**src/inc/lpc_pkg.sv**
```systemverilog
// Package for the low power comparator control block: offsets, fields, types
package lpc_pkg;
   // Register byte offsets
   localparam logic [11:0] LPC_TASK_START_OFS  = 12'h000;
   localparam logic [11:0] LPC_TASK_STOP_OFS   = 12'h004;
   localparam logic [11:0] LPC_TASK_SAMPLE_OFS = 12'h008;
   localparam logic [11:0] LPC_EV_READY_OFS    = 12'h100;
   localparam logic [11:0] LPC_EV_DOWN_OFS     = 12'h104;
   localparam logic [11:0] LPC_EV_UP_OFS       = 12'h108;
   localparam logic [11:0] LPC_EV_CROSS_OFS    = 12'h10C;
   localparam logic [11:0] LPC_SHORTCUT_OFS    = 12'h200;
   localparam logic [11:0] LPC_INT_EN_OFS      = 12'h300;
   localparam logic [11:0] LPC_INT_SET_OFS     = 12'h304;
   localparam logic [11:0] LPC_INT_CLR_OFS     = 12'h308;
   localparam logic [11:0] LPC_RESULT_OFS      = 12'h400;
   localparam logic [11:0] LPC_ENABLE_OFS      = 12'h500;
   localparam logic [11:0] LPC_PIN_SEL_OFS     = 12'h504;
   localparam logic [11:0] LPC_REF_SEL_OFS     = 12'h508;
   localparam logic [11:0] LPC_EXT_REF_OFS     = 12'h50C;
   localparam logic [11:0] LPC_WAKE_CFG_OFS    = 12'h520;
   // Event bit positions (interrupt enable layout)
   localparam int LPC_EV_READY = 0;
   localparam int LPC_EV_DOWN  = 1;
   localparam int LPC_EV_UP    = 2;
   localparam int LPC_EV_CROSS = 3;
   // Shortcut bit positions
   localparam int LPC_SC_READY_SAMPLE = 0;
   localparam int LPC_SC_READY_STOP   = 1;
   localparam int LPC_SC_DOWN_STOP    = 2;
   localparam int LPC_SC_UP_STOP      = 3;
   localparam int LPC_SC_CROSS_STOP   = 4;
   // Reference select code for external reference
   localparam logic [2:0] LPC_REF_EXTERNAL = 3'h7;
   // Wake-detect codes
   localparam logic [1:0] LPC_WAKE_CROSS = 2'h0;
   localparam logic [1:0] LPC_WAKE_UP    = 2'h1;
   localparam logic [1:0] LPC_WAKE_DOWN  = 2'h2;
   // Reset values
   localparam logic [31:0] LPC_RESET_WORD = 32'h0000_0000;
   // Start-up time of the comparator, ns, and its cycle count at 20 MHz
   localparam int LPC_CLK_PERIOD_NS  = 50;
   localparam int LPC_STARTUP_NS     = 140000;
   localparam int LPC_STARTUP_CYCLES =
      (LPC_STARTUP_NS + LPC_CLK_PERIOD_NS - 1) / LPC_CLK_PERIOD_NS;
   // Analog control bundle to the comparator front end
   typedef struct packed {
      logic       power_on;
      logic [2:0] positive_input;
      logic [2:0] reference_select;
      logic       external_reference;
      logic [1:0] wake_detect_mode;
   } lpc_analog_t;
   // Run state
   typedef enum logic [2:0] {
      LPC_IDLE  = 3'b001,
      LPC_START = 3'b010,
      LPC_RUN   = 3'b100
   } lpc_state_t;
endpackage : lpc_pkg

```
**src/verilog/lpc_ctrl.sv**
```systemverilog
// Control and register logic of the low power comparator
//
// Summary of operation
// - The input-pin select code 0..7 routes one of eight analog inputs to the positive input.
// - The reference select picks supply eighths 1/8..7/8 for codes 0..6, or the external reference.
// - The external reference select picks the first pin on 0 and the second on 1, when external.
// - Wake-detect fires on any crossing for code 0, upward for 1, downward for 2.
// - The result bit reads 0 below and 1 above, captured when the sample task fires.
// - The enable bit turns the comparator off on 0 and on on 1, and resets to 0.
// - The interrupt enable holds ready, down, up and cross in bits 0 to 3.
// - Writing 1 to interrupt-set sets the enable bit; 0 leaves it; a read returns the enables.
// - With shortcut bit 3 set an upward event triggers the stop task.
// - With shortcut bit 4 set a crossing event triggers the stop task.
// - A rising crossing raises up and cross events; a falling one raises down and cross.
// - After the start task a fixed start-up time passes, then the ready event is raised.
`timescale 1ns/1ns
`default_nettype none
module lpc_ctrl
   import lpc_pkg::*;
#(
   parameter int STARTUP_CYCLES = LPC_STARTUP_CYCLES
) (
   input  wire logic        clk,
   input  wire logic        reset_n,
   input  wire logic        hsel,
   input  wire logic [31:0] haddr,
   input  wire logic [1:0]  htrans,
   input  wire logic        hwrite,
   input  wire logic [2:0]  hsize,
   input  wire logic [31:0] hwdata,
   input  wire logic        hready,
   output logic [31:0]      hrdata,
   output logic             hreadyout,
   output logic             hresp,
   input  wire logic        comp_decision,
   output lpc_analog_t      analog_ctrl,
   output logic             wake_detect,
   output logic             irq
);
   //--------------------------------------------------------------
   // Bus slave
   //--------------------------------------------------------------
   logic        wr_pend_r;
   logic [11:0] wr_addr_r;
   logic        rd_pend_r;
   logic [11:0] rd_addr_r;
   logic        addr_ok;
   assign addr_ok = hsel && hready && htrans[1];

   // Capture address phase; write lands in data phase
   // A read address phase also brings one wait state, see the read data register
   always_ff @(posedge clk or negedge reset_n) begin
      if (!reset_n) begin
         wr_pend_r <= 1'b0;
         rd_pend_r <= 1'b0;
         wr_addr_r <= 12'h000;
         rd_addr_r <= 12'h000;
      end else begin
         wr_pend_r <= addr_ok && hwrite;
         rd_pend_r <= addr_ok && !hwrite;
         wr_addr_r <= haddr[11:0];
         rd_addr_r <= haddr[11:0];
      end
   end

   logic wr_start, wr_stop, wr_sample;
   assign wr_start  = wr_pend_r && wr_addr_r == LPC_TASK_START_OFS  && hwdata[0];
   assign wr_stop   = wr_pend_r && wr_addr_r == LPC_TASK_STOP_OFS   && hwdata[0];
   assign wr_sample = wr_pend_r && wr_addr_r == LPC_TASK_SAMPLE_OFS && hwdata[0];

   //--------------------------------------------------------------
   // Configuration registers
   //--------------------------------------------------------------
   logic [4:0] shortcut_r;
   logic [3:0] int_en_r;
   logic       enable_r;
   logic [2:0] pin_sel_r;
   logic [2:0] ref_sel_r;
   logic       ext_ref_r;
   logic [1:0] wake_cfg_r;

   // Plain read-write configuration
   always_ff @(posedge clk or negedge reset_n) begin
      if (!reset_n) begin
         shortcut_r <= LPC_RESET_WORD[4:0];
         enable_r   <= LPC_RESET_WORD[0];
         pin_sel_r  <= LPC_RESET_WORD[2:0];
         ref_sel_r  <= LPC_RESET_WORD[2:0];
         ext_ref_r  <= LPC_RESET_WORD[0];
         wake_cfg_r <= LPC_RESET_WORD[1:0];
      end else if (wr_pend_r) begin
         case (wr_addr_r)
            LPC_SHORTCUT_OFS: shortcut_r <= hwdata[4:0];
            LPC_ENABLE_OFS:   enable_r   <= hwdata[0];
            LPC_PIN_SEL_OFS:  pin_sel_r  <= hwdata[2:0];
            LPC_REF_SEL_OFS:  ref_sel_r  <= hwdata[2:0];
            LPC_EXT_REF_OFS:  ext_ref_r  <= hwdata[0];
            LPC_WAKE_CFG_OFS: wake_cfg_r <= hwdata[1:0];
            default: ;
         endcase
      end
   end

   // Interrupt enable with set and clear aliases
   always_ff @(posedge clk or negedge reset_n) begin
      if (!reset_n) begin
         int_en_r <= LPC_RESET_WORD[3:0];
      end else if (wr_pend_r) begin
         case (wr_addr_r)
            LPC_INT_EN_OFS:  int_en_r <= hwdata[3:0];
            LPC_INT_SET_OFS: int_en_r <= int_en_r | hwdata[3:0];
            LPC_INT_CLR_OFS: int_en_r <= int_en_r & ~hwdata[3:0];
            default: ;
         endcase
      end
   end

   //--------------------------------------------------------------
   // Decision synchroniser and crossing detect
   //--------------------------------------------------------------
   logic sync1_r, sync2_r, prev_r;
   always_ff @(posedge clk or negedge reset_n) begin
      if (!reset_n) begin
         sync1_r <= 1'b0;
         sync2_r <= 1'b0;
         prev_r  <= 1'b0;
      end else begin
         sync1_r <= comp_decision;
         sync2_r <= sync1_r;
         prev_r  <= sync2_r;
      end
   end

   //--------------------------------------------------------------
   // Run state machine
   //--------------------------------------------------------------
   lpc_state_t state_r;
   logic [31:0] cnt_r;
   logic running;
   assign running = state_r == LPC_RUN;
   logic rise, fall;
   assign rise = running && sync2_r && !prev_r;
   assign fall = running && !sync2_r && prev_r;
   logic ev_ready;
   assign ev_ready = state_r == LPC_START && cnt_r == 32'(STARTUP_CYCLES - 1);
   logic stop_req;
   assign stop_req = wr_stop
      || (shortcut_r[LPC_SC_UP_STOP] && rise)
      || (shortcut_r[LPC_SC_CROSS_STOP] && (rise || fall))
      || (shortcut_r[LPC_SC_DOWN_STOP] && fall)
      || (shortcut_r[LPC_SC_READY_STOP] && ev_ready);

   // Start, start-up wait, run and stop
   always_ff @(posedge clk or negedge reset_n) begin
      if (!reset_n) begin
         state_r <= LPC_IDLE;
         cnt_r   <= 32'h0000_0000;
      end else if (!enable_r || stop_req) begin
         state_r <= LPC_IDLE;
         cnt_r   <= 32'h0000_0000;
      end else begin
         case (state_r)
            LPC_IDLE: begin
               cnt_r <= 32'h0000_0000;
               if (wr_start) begin
                  state_r <= LPC_START;
               end
            end
            LPC_START: begin
               cnt_r <= cnt_r + 32'h0000_0001;
               if (ev_ready) begin
                  state_r <= LPC_RUN;
               end
            end
            LPC_RUN: cnt_r <= 32'h0000_0000;
            default: state_r <= LPC_IDLE;
         endcase
      end
   end

   //--------------------------------------------------------------
   // Result capture
   //--------------------------------------------------------------
   logic result_r;
   logic do_sample;
   assign do_sample = wr_sample || (shortcut_r[LPC_SC_READY_SAMPLE] && ev_ready);
   always_ff @(posedge clk or negedge reset_n) begin
      if (!reset_n) begin
         result_r <= 1'b0;
      end else if (do_sample) begin
         result_r <= sync2_r;
      end
   end

   //--------------------------------------------------------------
   // Latched events and interrupt
   //--------------------------------------------------------------
   logic [3:0] ev_r;
   logic [3:0] ev_set;
   logic [3:0] ev_clr;
   assign ev_set = {rise || fall, rise, fall, ev_ready};
   always_comb begin
      ev_clr = 4'h0;
      if (wr_pend_r && !hwdata[0]) begin
         case (wr_addr_r)
            LPC_EV_READY_OFS: ev_clr[LPC_EV_READY] = 1'b1;
            LPC_EV_DOWN_OFS:  ev_clr[LPC_EV_DOWN]  = 1'b1;
            LPC_EV_UP_OFS:    ev_clr[LPC_EV_UP]    = 1'b1;
            LPC_EV_CROSS_OFS: ev_clr[LPC_EV_CROSS] = 1'b1;
            default: ;
         endcase
      end
   end
   // Set wins over clear
   always_ff @(posedge clk or negedge reset_n) begin
      if (!reset_n) begin
         ev_r <= 4'h0;
      end else begin
         ev_r <= (ev_r & ~ev_clr) | ev_set;
      end
   end
   always_ff @(posedge clk or negedge reset_n) begin
      if (!reset_n) begin
         irq <= 1'b0;
      end else begin
         irq <= |(((ev_r & ~ev_clr) | ev_set) & int_en_r);
      end
   end

   //--------------------------------------------------------------
   // Analog controls and wake detect
   //--------------------------------------------------------------
   always_ff @(posedge clk or negedge reset_n) begin
      if (!reset_n) begin
         analog_ctrl <= '0;
         wake_detect <= 1'b0;
      end else begin
         analog_ctrl.power_on           <= enable_r;
         analog_ctrl.positive_input     <= pin_sel_r;
         analog_ctrl.reference_select   <= ref_sel_r;
         analog_ctrl.external_reference <= ext_ref_r && ref_sel_r == LPC_REF_EXTERNAL;
         analog_ctrl.wake_detect_mode   <= wake_cfg_r;
         case (wake_cfg_r)
            LPC_WAKE_CROSS: wake_detect <= rise || fall;
            LPC_WAKE_UP:    wake_detect <= rise;
            LPC_WAKE_DOWN:  wake_detect <= fall;
            default:        wake_detect <= 1'b0;
         endcase
      end
   end

   //--------------------------------------------------------------
   // Read data
   //--------------------------------------------------------------
   // Read mux, decoded from the address held since the address phase
   logic [31:0] rd_word;
   always_comb begin
      rd_word = 32'h0000_0000;
      case (rd_addr_r)
         LPC_EV_READY_OFS: rd_word[0]   = ev_r[LPC_EV_READY];
         LPC_EV_DOWN_OFS:  rd_word[0]   = ev_r[LPC_EV_DOWN];
         LPC_EV_UP_OFS:    rd_word[0]   = ev_r[LPC_EV_UP];
         LPC_EV_CROSS_OFS: rd_word[0]   = ev_r[LPC_EV_CROSS];
         LPC_SHORTCUT_OFS: rd_word[4:0] = shortcut_r;
         LPC_INT_EN_OFS:   rd_word[3:0] = int_en_r;
         LPC_INT_SET_OFS:  rd_word[3:0] = int_en_r;
         LPC_INT_CLR_OFS:  rd_word[3:0] = int_en_r;
         LPC_RESULT_OFS:   rd_word[0]   = result_r;
         LPC_ENABLE_OFS:   rd_word[0]   = enable_r;
         LPC_PIN_SEL_OFS:  rd_word[2:0] = pin_sel_r;
         LPC_REF_SEL_OFS:  rd_word[2:0] = ref_sel_r;
         LPC_EXT_REF_OFS:  rd_word[0]   = ext_ref_r;
         LPC_WAKE_CFG_OFS: rd_word[1:0] = wake_cfg_r;
         default: ;
      endcase
   end
   // Reads take one wait state: the word is registered in the first data-phase cycle,
   // so a write that lands at the read's address edge is already visible
   always_ff @(posedge clk or negedge reset_n) begin
      if (!reset_n) begin
         hrdata    <= 32'h0000_0000;
         hreadyout <= 1'b1;
         hresp     <= 1'b0;
      end else begin
         hrdata    <= rd_pend_r ? rd_word : 32'h0000_0000;
         hreadyout <= !(addr_ok && !hwrite);             // Wait state for reads
         hresp     <= 1'b0;
      end
   end
endmodule // lpc_ctrl
`default_nettype wire

```
**config.mk**
```make
export PLATFORM = sky130hd
export DESIGN_NAME = lpc_ctrl
export DESIGN_NICKNAME = d
export VERILOG_FILES = /design/src/inc/lpc_pkg.sv /design/src/verilog/lpc_ctrl.sv
export SDC_FILE = /design/constraint.sdc
export NUM_CORES = 1
export LEC_CHECK = 0
export ABC_CLOCK_PERIOD_IN_PS = 4550
export BUFFER_PORTS_ARGS = -buffer_cell sky130_fd_sc_hd__buf_4
export CAP_MARGIN = 20
export CELL_PAD_IN_SITES_DETAIL_PLACEMENT = 2
export CELL_PAD_IN_SITES_GLOBAL_PLACEMENT = 2
export CORE_MARGIN = 5
export CORE_UTILIZATION = 35
export CTS_CLUSTER_SIZE = 30
export DETAILED_ROUTE_END_ITERATION = 12
export HOLD_SLACK_MARGIN = 0.06
export MAX_ROUTING_LAYER = met4
export PLACE_DENSITY_LB_ADDON = 0.1
export SYNTH_ARGS = -nofsm -noshare
export SYNTH_HDL_FRONTEND = slang
export SYNTH_SLANG_ARGS = --single-unit
```
**constraint.sdc**
```tcl
create_clock -name clk -period 4.55 [get_ports clk]
set_clock_uncertainty 0.1 [all_clocks]
set_input_delay 0.455 -clock clk [delete_from_list [all_inputs] [get_ports clk]]
set_output_delay 0.455 -clock clk [all_outputs]
set_load 0.01 [all_outputs]
```
==> reports/qor.txt, run 1 <==
sequential share of power -> 49.5%
worst-margin pin slew -> 0.9985 ns
GRT Overall Usage -> 18.52%
required time worst endpoint -> 4.66 ns
Wirelength per Cell -> 18.71 µm
post-synth design cell area -> 4532 µm²
total internal power -> 1355 µW
DRC violations left -> 0
crit path max fanout -> 20
Post-CTS Resized -> 0
Num CTS Buffers -> 9
Setup Buffers After CTS -> 0
via count -> 3434
Post-synth EDFFs -> 0
critical path class -> reg -> reg
Die Width -> 123.8 µm
final hold violation count -> 0
fillcell total -> 1389
Final Setup Violations -> 0
fraction of layout cells with a size suffix above 1 -> 16.00%
register area -> 2355 µm²
Placed Cells -> 656
die height -> 123.8 µm
register area share after synthesis -> 51.96%
post-route ant nets -> 0
Switch Pwr -> 389.6 µW
Iter 0 DRT Violations -> 112
first-pass GRT wire length -> 21.09 mm
fmax -> 359.7 MHz
detailed placer's ending HPWL -> 9.260 mm
Non-Filler Instances -> 672
pin count of the biggest net entering global routing -> 69
run status -> completed
Multi-input gate area -> 1937 µm²
Ports -> 121
Starting Density -> 35.77%
Yosys reg bits -> 94
fin crit period -> 2.780 ns
power per cell area -> 335.0 nW/µm²
CTS tree -> built
Hold Slack -> 0.1088 ns
Worst Reg-to-Reg Cells -> 6
Hold Path Depth -> 1
Gate Count Post-Synth -> 453
combinational fraction of design power -> 3.9%
synth unique cells -> 59
Min-Delay Path Class -> in -> reg
ys flop type -> dfrtp_1
vias per cell -> 5.110
max incr delay on CP -> 0.52 ns
final worst path period share -> 61.11%
# hold bufs at CTS -> 0
WL final -> 12.57 mm
core box area -> 12670 µm²
clock root cell -> clkbuf_16
number of diodes -> 0
critical path arrival -> 2.89 ns
Critical Path Sink Type -> flip-flop
Slew headroom -> 33.19%
die outline area -> 15320 µm²
row count -> 41
Leakage -> 0.002127 µW
htree depth -> 3
PortBufs -> 41
CP cell instances -> nor4_1, nand3_1, nor4_4, a31o_4, nand2b_2, nor2_1
max_cap viols -> 0
synthesized area per cell -> 10.00 µm²
Finished Core Util -> 41.10%
worst skew pair latency -> 0.35 ns
P&R area growth vs syn -> 14.91%
RSZ-0062 raised after global routing -> false
Synth async-reset ratio -> 100.0%
clk sinks -> 94
clock slew at reported path FFs -> 0.07 ns
vias in the first global route -> 3930
CP Launch Type -> flip-flop
clock network fraction of design power -> 46.6%
RD Place Congestion -> 0.8052
Setup TNS Final -> 0 ns
global route total overflow -> 0
Max Slew Vio Count -> 0
Yosys warning count -> 0
Pre-Repair DR Iteration Count -> 4
VDD IR max -> 0.0002010 V
Max clock buf depth -> 2
initial antenna violation count -> 0
Slowest cell on crit path -> nor4_4
Switching Fraction -> 22.33%
Final nets -> 571
## area by class of cell
type,count,share of cell area [%]
flip-flops and latches,94,45.22
multi-input cells,330,37.19
repair buffers,42,6.055
clock buffers,11,4.469
well taps,172,4.133
clock inverters,5,1.634
inverters,18,1.297
## metrics by stage
step | area (µm²) | setup WS [ns] | total power (µW)
6_report | 5207 | 1.770 | 1745
3_5_place_dp | 4890 | 1.673 | 948.0
4_1_cts | 5207 | 1.646 | 1772
2_1_floorplan | 4633 | 2.392 | 920.3
5_1_grt | 5207 | 1.511 | 1816
3_3_place_gp | 4890 | 1.678 | 946.0
## path summary, 6_finish.rpt
kind                       startpoint      endpoint  slack [ns]
max in group asynchronous     reset_n    state_r[0]        3.27
max reg2reg                  cnt_r[4]      cnt_r[3]        1.77
min                          haddr[6]  rd_addr_r[6]        0.11
min in group asynchronous     reset_n     cnt_r[22]        0.13
max                          cnt_r[4]      cnt_r[3]        1.77
min reg2reg                   sync1_r       sync2_r        0.25
## per-layer routing
metal | up-vias | share of wire, % | track usage, %
li1 | 1619 | - | -
met1 | 1768 | 41 | 20.93
met2 | 39 | 56 | 33.39
met3 | 8 | 2.3 | 4.178
met4 | 0 | 0.93 | 4.152
met5 | - | 0 | -
## cell usage in the layout, fill, tap and decap left out, drive strengths merged, types with 8 or more instances in the layout
| cell | count |
|---|---|
| o21ai | 25 |
| clkbuf | 11 |
| dfrtp | 92 |
| or3 | 8 |
| nand3 | 28 |
| a21oi | 16 |
| nor3 | 9 |
| conb | 28 |
| inv | 18 |
| nand2 | 47 |
| xor2 | 12 |
| nand4 | 12 |
| buf | 42 |
| nor2 | 43 |
| nor4 | 11 |
| o22ai | 8 |
| mux2 | 9 |
## Yosys cell counts, types with 2 or more instances
library cell  number  area [µm²]
or3_1              7       43.79
and3_1             7       43.79
o22ai_1            8       50.05
nor2_1            43       161.4
nor3b_1            2       15.01
nor3_1             7       35.03
nor4_1             8       50.05
mux2i_1            2       20.02
buf_6              3       33.78
nor4bb_1           2       20.02
nor4b_1            5       43.79
nand4_1           12       75.07
dfrtp_1           92        2302
a21oi_1           16       80.08
o21ai_0           25       125.1
dfstp_2            2       52.55
xor2_1            12       105.1
o211ai_1           2       15.01
o22a_1             2       17.52
o31ai_1            2       15.01
mux2_2             9       101.4
a22oi_1            4       30.03
nand2b_1           6       37.54
a31oi_1            3       18.77
clkbuf_1           4       15.01
inv_1             18       67.56
buf_4             28       210.2
nand3b_1           2       15.01
nand2_1           46       172.7
nand3_1           27       135.1
nor4_2             2       25.02
and2_1             3       18.77
buf_2              3       15.01
xnor2_1            7       61.31
and4_1             5       43.79
a21o_1             4       30.03
## worst max-delay path: cells and delay by family (launching register included)
kind	cells	cell delay, ns
AOI/OAI and AO/OA	1	0.28
DFF	1	0.47
and+or+nand+nor	5	1.79
## power groups by stage
stage	combinational, µW	sequential [µW]	clock (µW)
after global routing	77.6	866	873
after global placement	67.6	878	0
after CTS	69.1	864	839
after detailed placement	68.8	879	0
after floorplan	48.0	872	0
final	67.7	863	813
## logic make-up after synthesis
kind of cell               share of synthesized area, %
and+or+nand+nor                                   23.36
DFF                                               51.96
AOI/OAI and AO/OA                                 10.44
buffers and inverters                             7.537
xor gates and xnor gates                          3.672
muxes                                             2.678
adders and majority gates                        0.2760
other                                           0.08275
## registers in the layout (all words and copies together), names as in the netlist, 4 cells and up
name and count:
cnt_r 32, hrdata 5, ev_r 4, shortcut_r 5, analog_ctrl 10, rd_addr_r 12
int_en_r 4
No activity file was read; power rests on OpenSTA's default activity.
==> inputs of run 2 (changes only) <==
--- a/config.mk
+++ b/config.mk
@@ -5,13 +5,13 @@
 export SDC_FILE = /design/constraint.sdc
 export NUM_CORES = 1
 export LEC_CHECK = 0
-export ABC_CLOCK_PERIOD_IN_PS = 4550
+export ABC_CLOCK_PERIOD_IN_PS = 2450
 export BUFFER_PORTS_ARGS = -buffer_cell sky130_fd_sc_hd__buf_4
 export CAP_MARGIN = 20
 export CELL_PAD_IN_SITES_DETAIL_PLACEMENT = 2
 export CELL_PAD_IN_SITES_GLOBAL_PLACEMENT = 2
 export CORE_MARGIN = 5
-export CORE_UTILIZATION = 35
+export CORE_UTILIZATION = 29
 export CTS_CLUSTER_SIZE = 30
 export DETAILED_ROUTE_END_ITERATION = 12
 export HOLD_SLACK_MARGIN = 0.06
==> constraint.sdc (replaced) <==
create_clock -name clk -period 2.45 [get_ports clk]
set_clock_uncertainty 0.1 [all_clocks]
set_input_delay 0.245 -clock clk [delete_from_list [all_inputs] [get_ports clk]]
set_output_delay 0.245 -clock clk [all_outputs]
set_load 0.01 [all_outputs]
==> run 2 against run 1 <==
  * Final cell count rose by 15%
  * Combinational power rose to 2.6 times the previous value
  * Global-route usage fell by 1.9 points
  * First-iteration DRC count decreased by 4.5%
  * Fmax increased by 21%
  * Flip-flop and latch count is the same
  * Critical path depth is 4 higher
  * Setup slack got worse by 1.6 ns
  * Highest routed layer unchanged
==> reports/qor.txt, run 2 (same netlist as run 1, synthesis figures left out) <==
Die Width -> 135.0 µm (+9.1%)
vias per cell -> 4.746 (-7.1%)
fin crit period -> 2.288 ns (-0.4919 ns)
max_cap viols -> 0 (unchanged)
Switch Pwr -> 810.3 µW (+110%)
combinational fraction of design power -> 5.2% (+1.3 points)
CTS tree -> built
largest reg by FF count -> cnt_r
P&R area growth vs syn -> 28.30%
pin count of the biggest net entering global routing -> 40 (-42%)
global route total overflow -> 0 (unchanged)
Setup TNS Final -> 0 ns (unchanged)
vias in the first global route -> 4203 (+6.9%)
htree depth -> 3 (unchanged)
Pre-Repair DR Iteration Count -> 4 (unchanged)
Wirelength per Cell -> 17.99 µm (-3.8%)
worst-margin pin slew -> 0.7735 ns (-0.2250 ns)
Place WS -> 0.1262 ns (-1.547 ns)
R2R setup slack -> 0.16 ns (-1.61 ns)
post-route ant nets -> 0 (unchanged)
RD Place Congestion -> 0.8210 (+2.0%)
Iter 0 DRT Violations -> 107 (-4.5%)
RSZ-0062 raised after global routing -> false
Critical Path Sink Type -> flip-flop
critical path arrival -> 2.43 ns (-0.46 ns)
CP Capture Point -> cnt_r[11]
core box area -> 15260 µm² (+20%)
die height -> 135.0 µm (+9.1%)
fmax -> 437.0 MHz (+21%)
Leakage -> 0.002438 µW (+15%)
WL final -> 13.87 mm (+10%)
worst skew pair latency -> 0.36 ns (about the same)
Ports -> 121 (unchanged)
clock slew at reported path FFs -> 0.07 ns (about the same)
sequential share of power -> 47.2% (-2.3 points)
first-pass GRT wire length -> 22.68 mm (+7.6%)
hold path start -> hsel
clk sinks -> 94 (unchanged)
final hold violation count -> 0 (unchanged)
fraction of layout cells with a size suffix above 1 -> 21.61% (+5.6 points)
crit path max fanout -> 20 (unchanged)
Worst Reg-to-Reg Cells -> 10 (+4)
initial antenna violation count -> 0 (unchanged)
Max Slew Vio Count -> 0 (unchanged)
PnR worst setup slack -> 0.1616 ns (-1.608 ns)
Starting Density -> 29.70% (-6.1 points)
required time worst endpoint -> 2.59 ns (-2.07 ns)
critical path class -> reg -> reg
PortBufs -> 41 (unchanged)
commonest non-fill, non-tap cells in the layout -> dfrtp_1, buf_4, nand2_1
Setup Buffers After CTS -> 0 (unchanged)
row count -> 45 (+9.8%)
Num CTS Buffers -> 9 (unchanged)
final worst path period share -> 93.40% (+32 points)
VDD IR max -> 0.0003244 V (+61%)
detailed placer's ending HPWL -> 10.16 mm (+9.7%)
top flop regs -> cnt_r: 32 flops, rd_addr_r: 12 flops, analog_ctrl: 10 flops
DRC violations left -> 0 (unchanged)
Final Setup Violations -> 0 (unchanged)
total internal power -> 2570 µW (+90%)
Final nets -> 631 (+11%)
power per cell area -> 581.3 nW/µm² (+74%)
number of diodes -> 0 (unchanged)
clock network fraction of design power -> 47.5% (+0.9 points)
run status -> completed
via count -> 3659 (+6.6%)
CP startpoint -> cnt_r[21]
Switching Fraction -> 23.97% (+1.6 points)
Critical R2R Capture -> cnt_r[11]
most common cell after layout, fill and taps aside -> dfrtp_1
GRT Overall Usage -> 16.63% (-1.9 points)
clock root cell -> clkbuf_16
R2R Path Start -> cnt_r[21]
max FFs per register -> 32 (unchanged)
die outline area -> 18230 µm² (+19%)
CP Launch Type -> flip-flop
Slew headroom -> 48.24% (+15 points)
Min-Delay Path Class -> in -> reg
Max clock buf depth -> 2 (unchanged)
==> run 2: cell types whose count changed in the layout (fill, tap and decap cells not counted), moves of 2 or more <==
cell           delta
buf_12            +2
clkbuf_1          -2
inv_6             +2
buf_4            +36
dlygate4sd3_1    +22
==> run 2: worst min path at each step <==
| stage | to | slack, ns | depth (start not counted) |
|---|---|---|---|
| 2_1_floorplan | analog_ctrl[0] | -0.15 | 0 |
| 3_3_place_gp | cnt_r[18] | 0.19 | 1 |
| 3_5_place_dp | cnt_r[18] | 0.19 | 1 |
| 4_1_cts | hreadyout | 0.10 | 3 |
| 5_1_grt | hreadyout | 0.13 | 3 |
| 6_report | hreadyout | 0.11 | 3 |
==> run 2: power by group through the flow <==
stage / registers (µW) / clock network (µW) / logic, µW
after floorplan: 1620 / 0 / 89.2
after global placement: 1630 / 0 / 147
after detailed placement: 1630 / 0 / 150
after CTS: 1600 / 1660 / 178
after global routing: 1600 / 1740 / 199
final: 1600 / 1610 / 176
==> run 2: area by class of cell <==
cell class,instances,area [µm²]
Tap cell,211,264.0
Clock inverter,7,113.9
Fill cell,1656,9444
Sequential cell,94,2355
Multi-Input combinational cell,330,1943
Timing Repair Buffer,102,845.8
Clock buffer,9,225.2
Inverter,18,67.56
==> run 2: through the flow <==
step                      cell area, µm²  hold WS, ns  utilization (%)  std cells  total power (µW)
after floorplan                     4633      -0.1506                -        480              1709
after global placement              5249       0.1908            34.40        733              1773
after detailed placement            5249       0.1913            34.40        733              1777
after CTS                           5808       0.1010            38.06        771              3439
after global routing                5814       0.1252            38.11        771              3543
final                               5814       0.1075            38.11        771              3380
==> run 2: repair_timing <==
action | CTS | global route
endpoints found under the hold margin | 59 | 0
resized for setup | 0 | 1
endpoints found under the setup margin | 0 | 1
hold buffers | 22 | 0
==> run 2: critical path: stages, from the launching register on <==
cell	delay, ns
dfrtp_1	0.43
nor4_1	0.28
buf_4	0.17
nand3_1	0.13
nor4_4	0.25
buf_4	0.17
buf_4	0.13
a31o_4	0.15
nand2b_2	0.13
buf_12	0.16
a21oi_1	0.05
==> run 2: layer usage <==
metal,part of all wire [%],global-route usage (%)
met1,41,18.60
met5,0,-
met3,2.5,3.949
met2,55,29.85
met4,1.4,4.311
==> inputs of run 3 (changes only) <==
--- a/config.mk
+++ b/config.mk
@@ -17,6 +17,8 @@
 export HOLD_SLACK_MARGIN = 0.06
 export MAX_ROUTING_LAYER = met4
 export PLACE_DENSITY_LB_ADDON = 0.1
+export REMOVE_ABC_BUFFERS = 1
 export SYNTH_ARGS = -nofsm -noshare
 export SYNTH_HDL_FRONTEND = slang
 export SYNTH_SLANG_ARGS = --single-unit
+export TNS_END_PERCENT = 1
==> run 3 against run 2 <==
  * Final cell count is 1.9% lower
  * Combinational power is 4% lower
  * Critical path type unchanged
  * Global-route usage is 0.46 points lower
  * Register-to-register slack better by 0.02 ns
  * Highest routed layer unchanged
  * Flip-flop and latch count stayed put
  * Fmax is 0.95% higher
  * Clock power is 7% lower
  * Largest power group is now registers
  * Total power is 3.5% lower
==> reports/qor.txt, run 3 (same netlist as run 1, synthesis figures left out) <==
global route total overflow -> 0 (unchanged)
number of diodes -> 0 (unchanged)
Leakage -> 0.002342 µW (-3.9%)
RD Place Congestion -> 0.7605 (-7.4%)
Switching Fraction -> 22.03% (-1.9 points)
DRC violations left -> 0 (unchanged)
crit path max fanout -> 7 (-65%)
row count -> 45 (unchanged)
worst skew pair latency -> 0.35 ns (about the same)
max FFs per register -> 32 (unchanged)
register area -> 2356 µm² (about the same)
Finished Core Util -> 37.25% (-0.85 points)
Max Slew Vio Count -> 0 (unchanged)
power per cell area -> 573.7 nW/µm² (-1.3%)
fin crit period -> 2.267 ns (-0.02159 ns)
GRT Overall Usage -> 16.17% (-0.46 points)
vias in the first global route -> 4198 (-0.12%)
post-route ant nets -> 0 (unchanged)
clk sinks -> 94 (unchanged)
clock network fraction of design power -> 45.8% (-1.7 points)
sequential share of power -> 49.0% (+1.8 points)
P&R area growth vs syn -> 25.43%
clock slew at reported path FFs -> 0.07 ns (about the same)
Wirelength per Cell -> 17.94 µm (-0.30%)
Slew headroom -> 57.55% (+9.3 points)
Slowest cell on crit path -> a211o_1
combinational fraction of design power -> 5.2% (about the same)
fmax -> 441.2 MHz (+0.95%)
pin count of the biggest net entering global routing -> 47 (+18%)
Max clock buf depth -> 2 (unchanged)
worst-margin pin slew -> 0.6344 ns (-0.1391 ns)
Multi-input gate area -> 1957 µm² (+0.71%)
CP bufs+invs -> 1 (-3)
vias per cell -> 4.866 (+2.5%)
die height -> 135.0 µm (unchanged)
fillcell total -> 1644 (-0.72%)
critical path arrival -> 2.44 ns (about the same)
PortBufs -> 41 (unchanged)
Switch Pwr -> 718.3 µW (-11%)
final hold violation count -> 0 (unchanged)
critical path class -> reg -> reg
RSZ-0062 raised after global routing -> false
CTS tree -> built
Critical Path Sink Type -> flip-flop
htree depth -> 3 (unchanged)
Min-Delay Path Class -> in -> reg
core box area -> 15260 µm² (unchanged)
most common cell after layout, fill and taps aside -> dfrtp_1
max incr delay on CP -> 0.45 ns (+0.02 ns)
Setup TNS Final -> 0 ns (unchanged)
via count -> 3679 (+0.55%)
Num CTS Buffers -> 9 (unchanged)
CP cell instances -> ha_1, nand3_2, or2_4, nor4_4, buf_4, a211o_1, or3_1, a21oi_1
fraction of layout cells with a size suffix above 1 -> 19.45% (-2.2 points)
first-pass GRT wire length -> 22.39 mm (-1.3%)
delay-heaviest family, CP -> simple AND/OR/NAND/NOR gates
WL final -> 13.56 mm (-2.2%)
Die Width -> 135.0 µm (unchanged)
largest reg by FF count -> cnt_r
run status -> completed
max_cap viols -> 0 (unchanged)
CP Launch Type -> flip-flop
detailed placer's ending HPWL -> 10.12 mm (-0.35%)
total internal power -> 2543 µW (-1.1%)
final worst path period share -> 92.52% (-0.88 points)
required time worst endpoint -> 2.62 ns (+0.03 ns)
Final nets -> 616 (-2.4%)
VDD IR max -> 0.0002866 V (-12%)
top flop regs -> cnt_r: 32 flops, rd_addr_r: 12 flops, analog_ctrl: 10 flops
Ports -> 121 (unchanged)
Starting Density -> 29.70% (unchanged)
Pre-Repair DR Iteration Count -> 6 (+2)
Final Setup Violations -> 0 (unchanged)
clock root cell -> clkbuf_16
initial antenna violation count -> 0 (unchanged)
die outline area -> 18230 µm² (unchanged)
commonest non-fill, non-tap cells in the layout -> dfrtp_1, buf_4, nand2_1
Setup Buffers After CTS -> 0 (unchanged)
Iter 0 DRT Violations -> 176 (+64%)
[run 3: changes by cell type in the layout (fill, tap and decap cells not counted), sizes merged]
cell / before / now
buf: 80 / 66
clkbuf: 9 / 12
dlygate4sd3: 22 / 21
clkinvlp: 0 / 1
inv: 21 / 18
clkinv: 2 / 1
[run 3: layout make-up]
cell class | instances | area share (%)
Clock inverter | 4 | 1.277
Timing Repair Buffer | 87 | 12.85
Multi-Input combinational cell | 330 | 34.43
Tap cell | 211 | 4.645
Inverter | 18 | 1.189
Clock buffer | 12 | 4.160
Sequential cell | 94 | 41.45
[run 3: repair_timing]
| action | CTS | global route |
|---|---|---|
| endpoints found under the hold margin | 80 | 0 |
| setup endpoints to repair | 0 | 27 |
| gates resized for setup | 0 | 4 |
| hold buffers | 21 | 0 |
[run 3: path summary, 6_finish.rpt]
path / slack (ns) / from / cells after the start / endpoint
setup / recovery: 0.18 / cnt_r[1] / 8 / cnt_r[14]
hold / removal: 0.07 / hwdata[0] / 2 / shortcut_r[0]
setup reg to reg: 0.18 / cnt_r[1] / 8 / cnt_r[14]
hold reg to reg: 0.25 / sync1_r / 0 / sync2_r
max in group asynchronous: 1.32 / reset_n / 3 / hreadyout
min in group asynchronous: 0.21 / reset_n / 2 / hrdata[3]
[run 3: metrics by stage]
stage	hold WS [ns]	area [µm²]	cells	worst slack (ns)	total power, µW
2_1_floorplan	-0.1506	4359	442	0.2330	1674
3_3_place_gp	0.02914	5144	719	0.1119	1770
3_5_place_dp	0.03184	5144	719	0.07648	1774
4_1_cts	0.06854	5663	756	0.06119	3321
5_1_grt	0.07497	5684	756	0.02026	3402
6_report	0.07344	5684	756	0.1832	3261
[run 3: power groups by stage]
stage               combinational [µW]  clock (µW)  sequential, µW
global placement                   143           0            1630
detailed placement                 145           0            1630
CTS                                172        1550            1600
floorplan                         51.2           0            1620
global route                       191        1610            1600
finish                             169        1490            1600
[run 3: layer usage]
layer  part of all wire, %  track usage [%]  vias up  wire [µm]
li1                      -                -     1714          -
met1                    46            19.99     1895       6263
met2                    50            27.46       62       6755
met3                   3.0            3.577        8        412
met4                  0.94            3.191        0        127
met5                     0                -        -          0
[run 3: worst register-to-register path: stages (launching register included)]
cell and delay [ns]:
dfrtp_2 0.43, ha_1 0.21, nand3_2 0.09, or2_4 0.14, nor4_4 0.04, buf_4 0.17, a211o_1 0.45, or3_1 0.40
a21oi_1 0.15
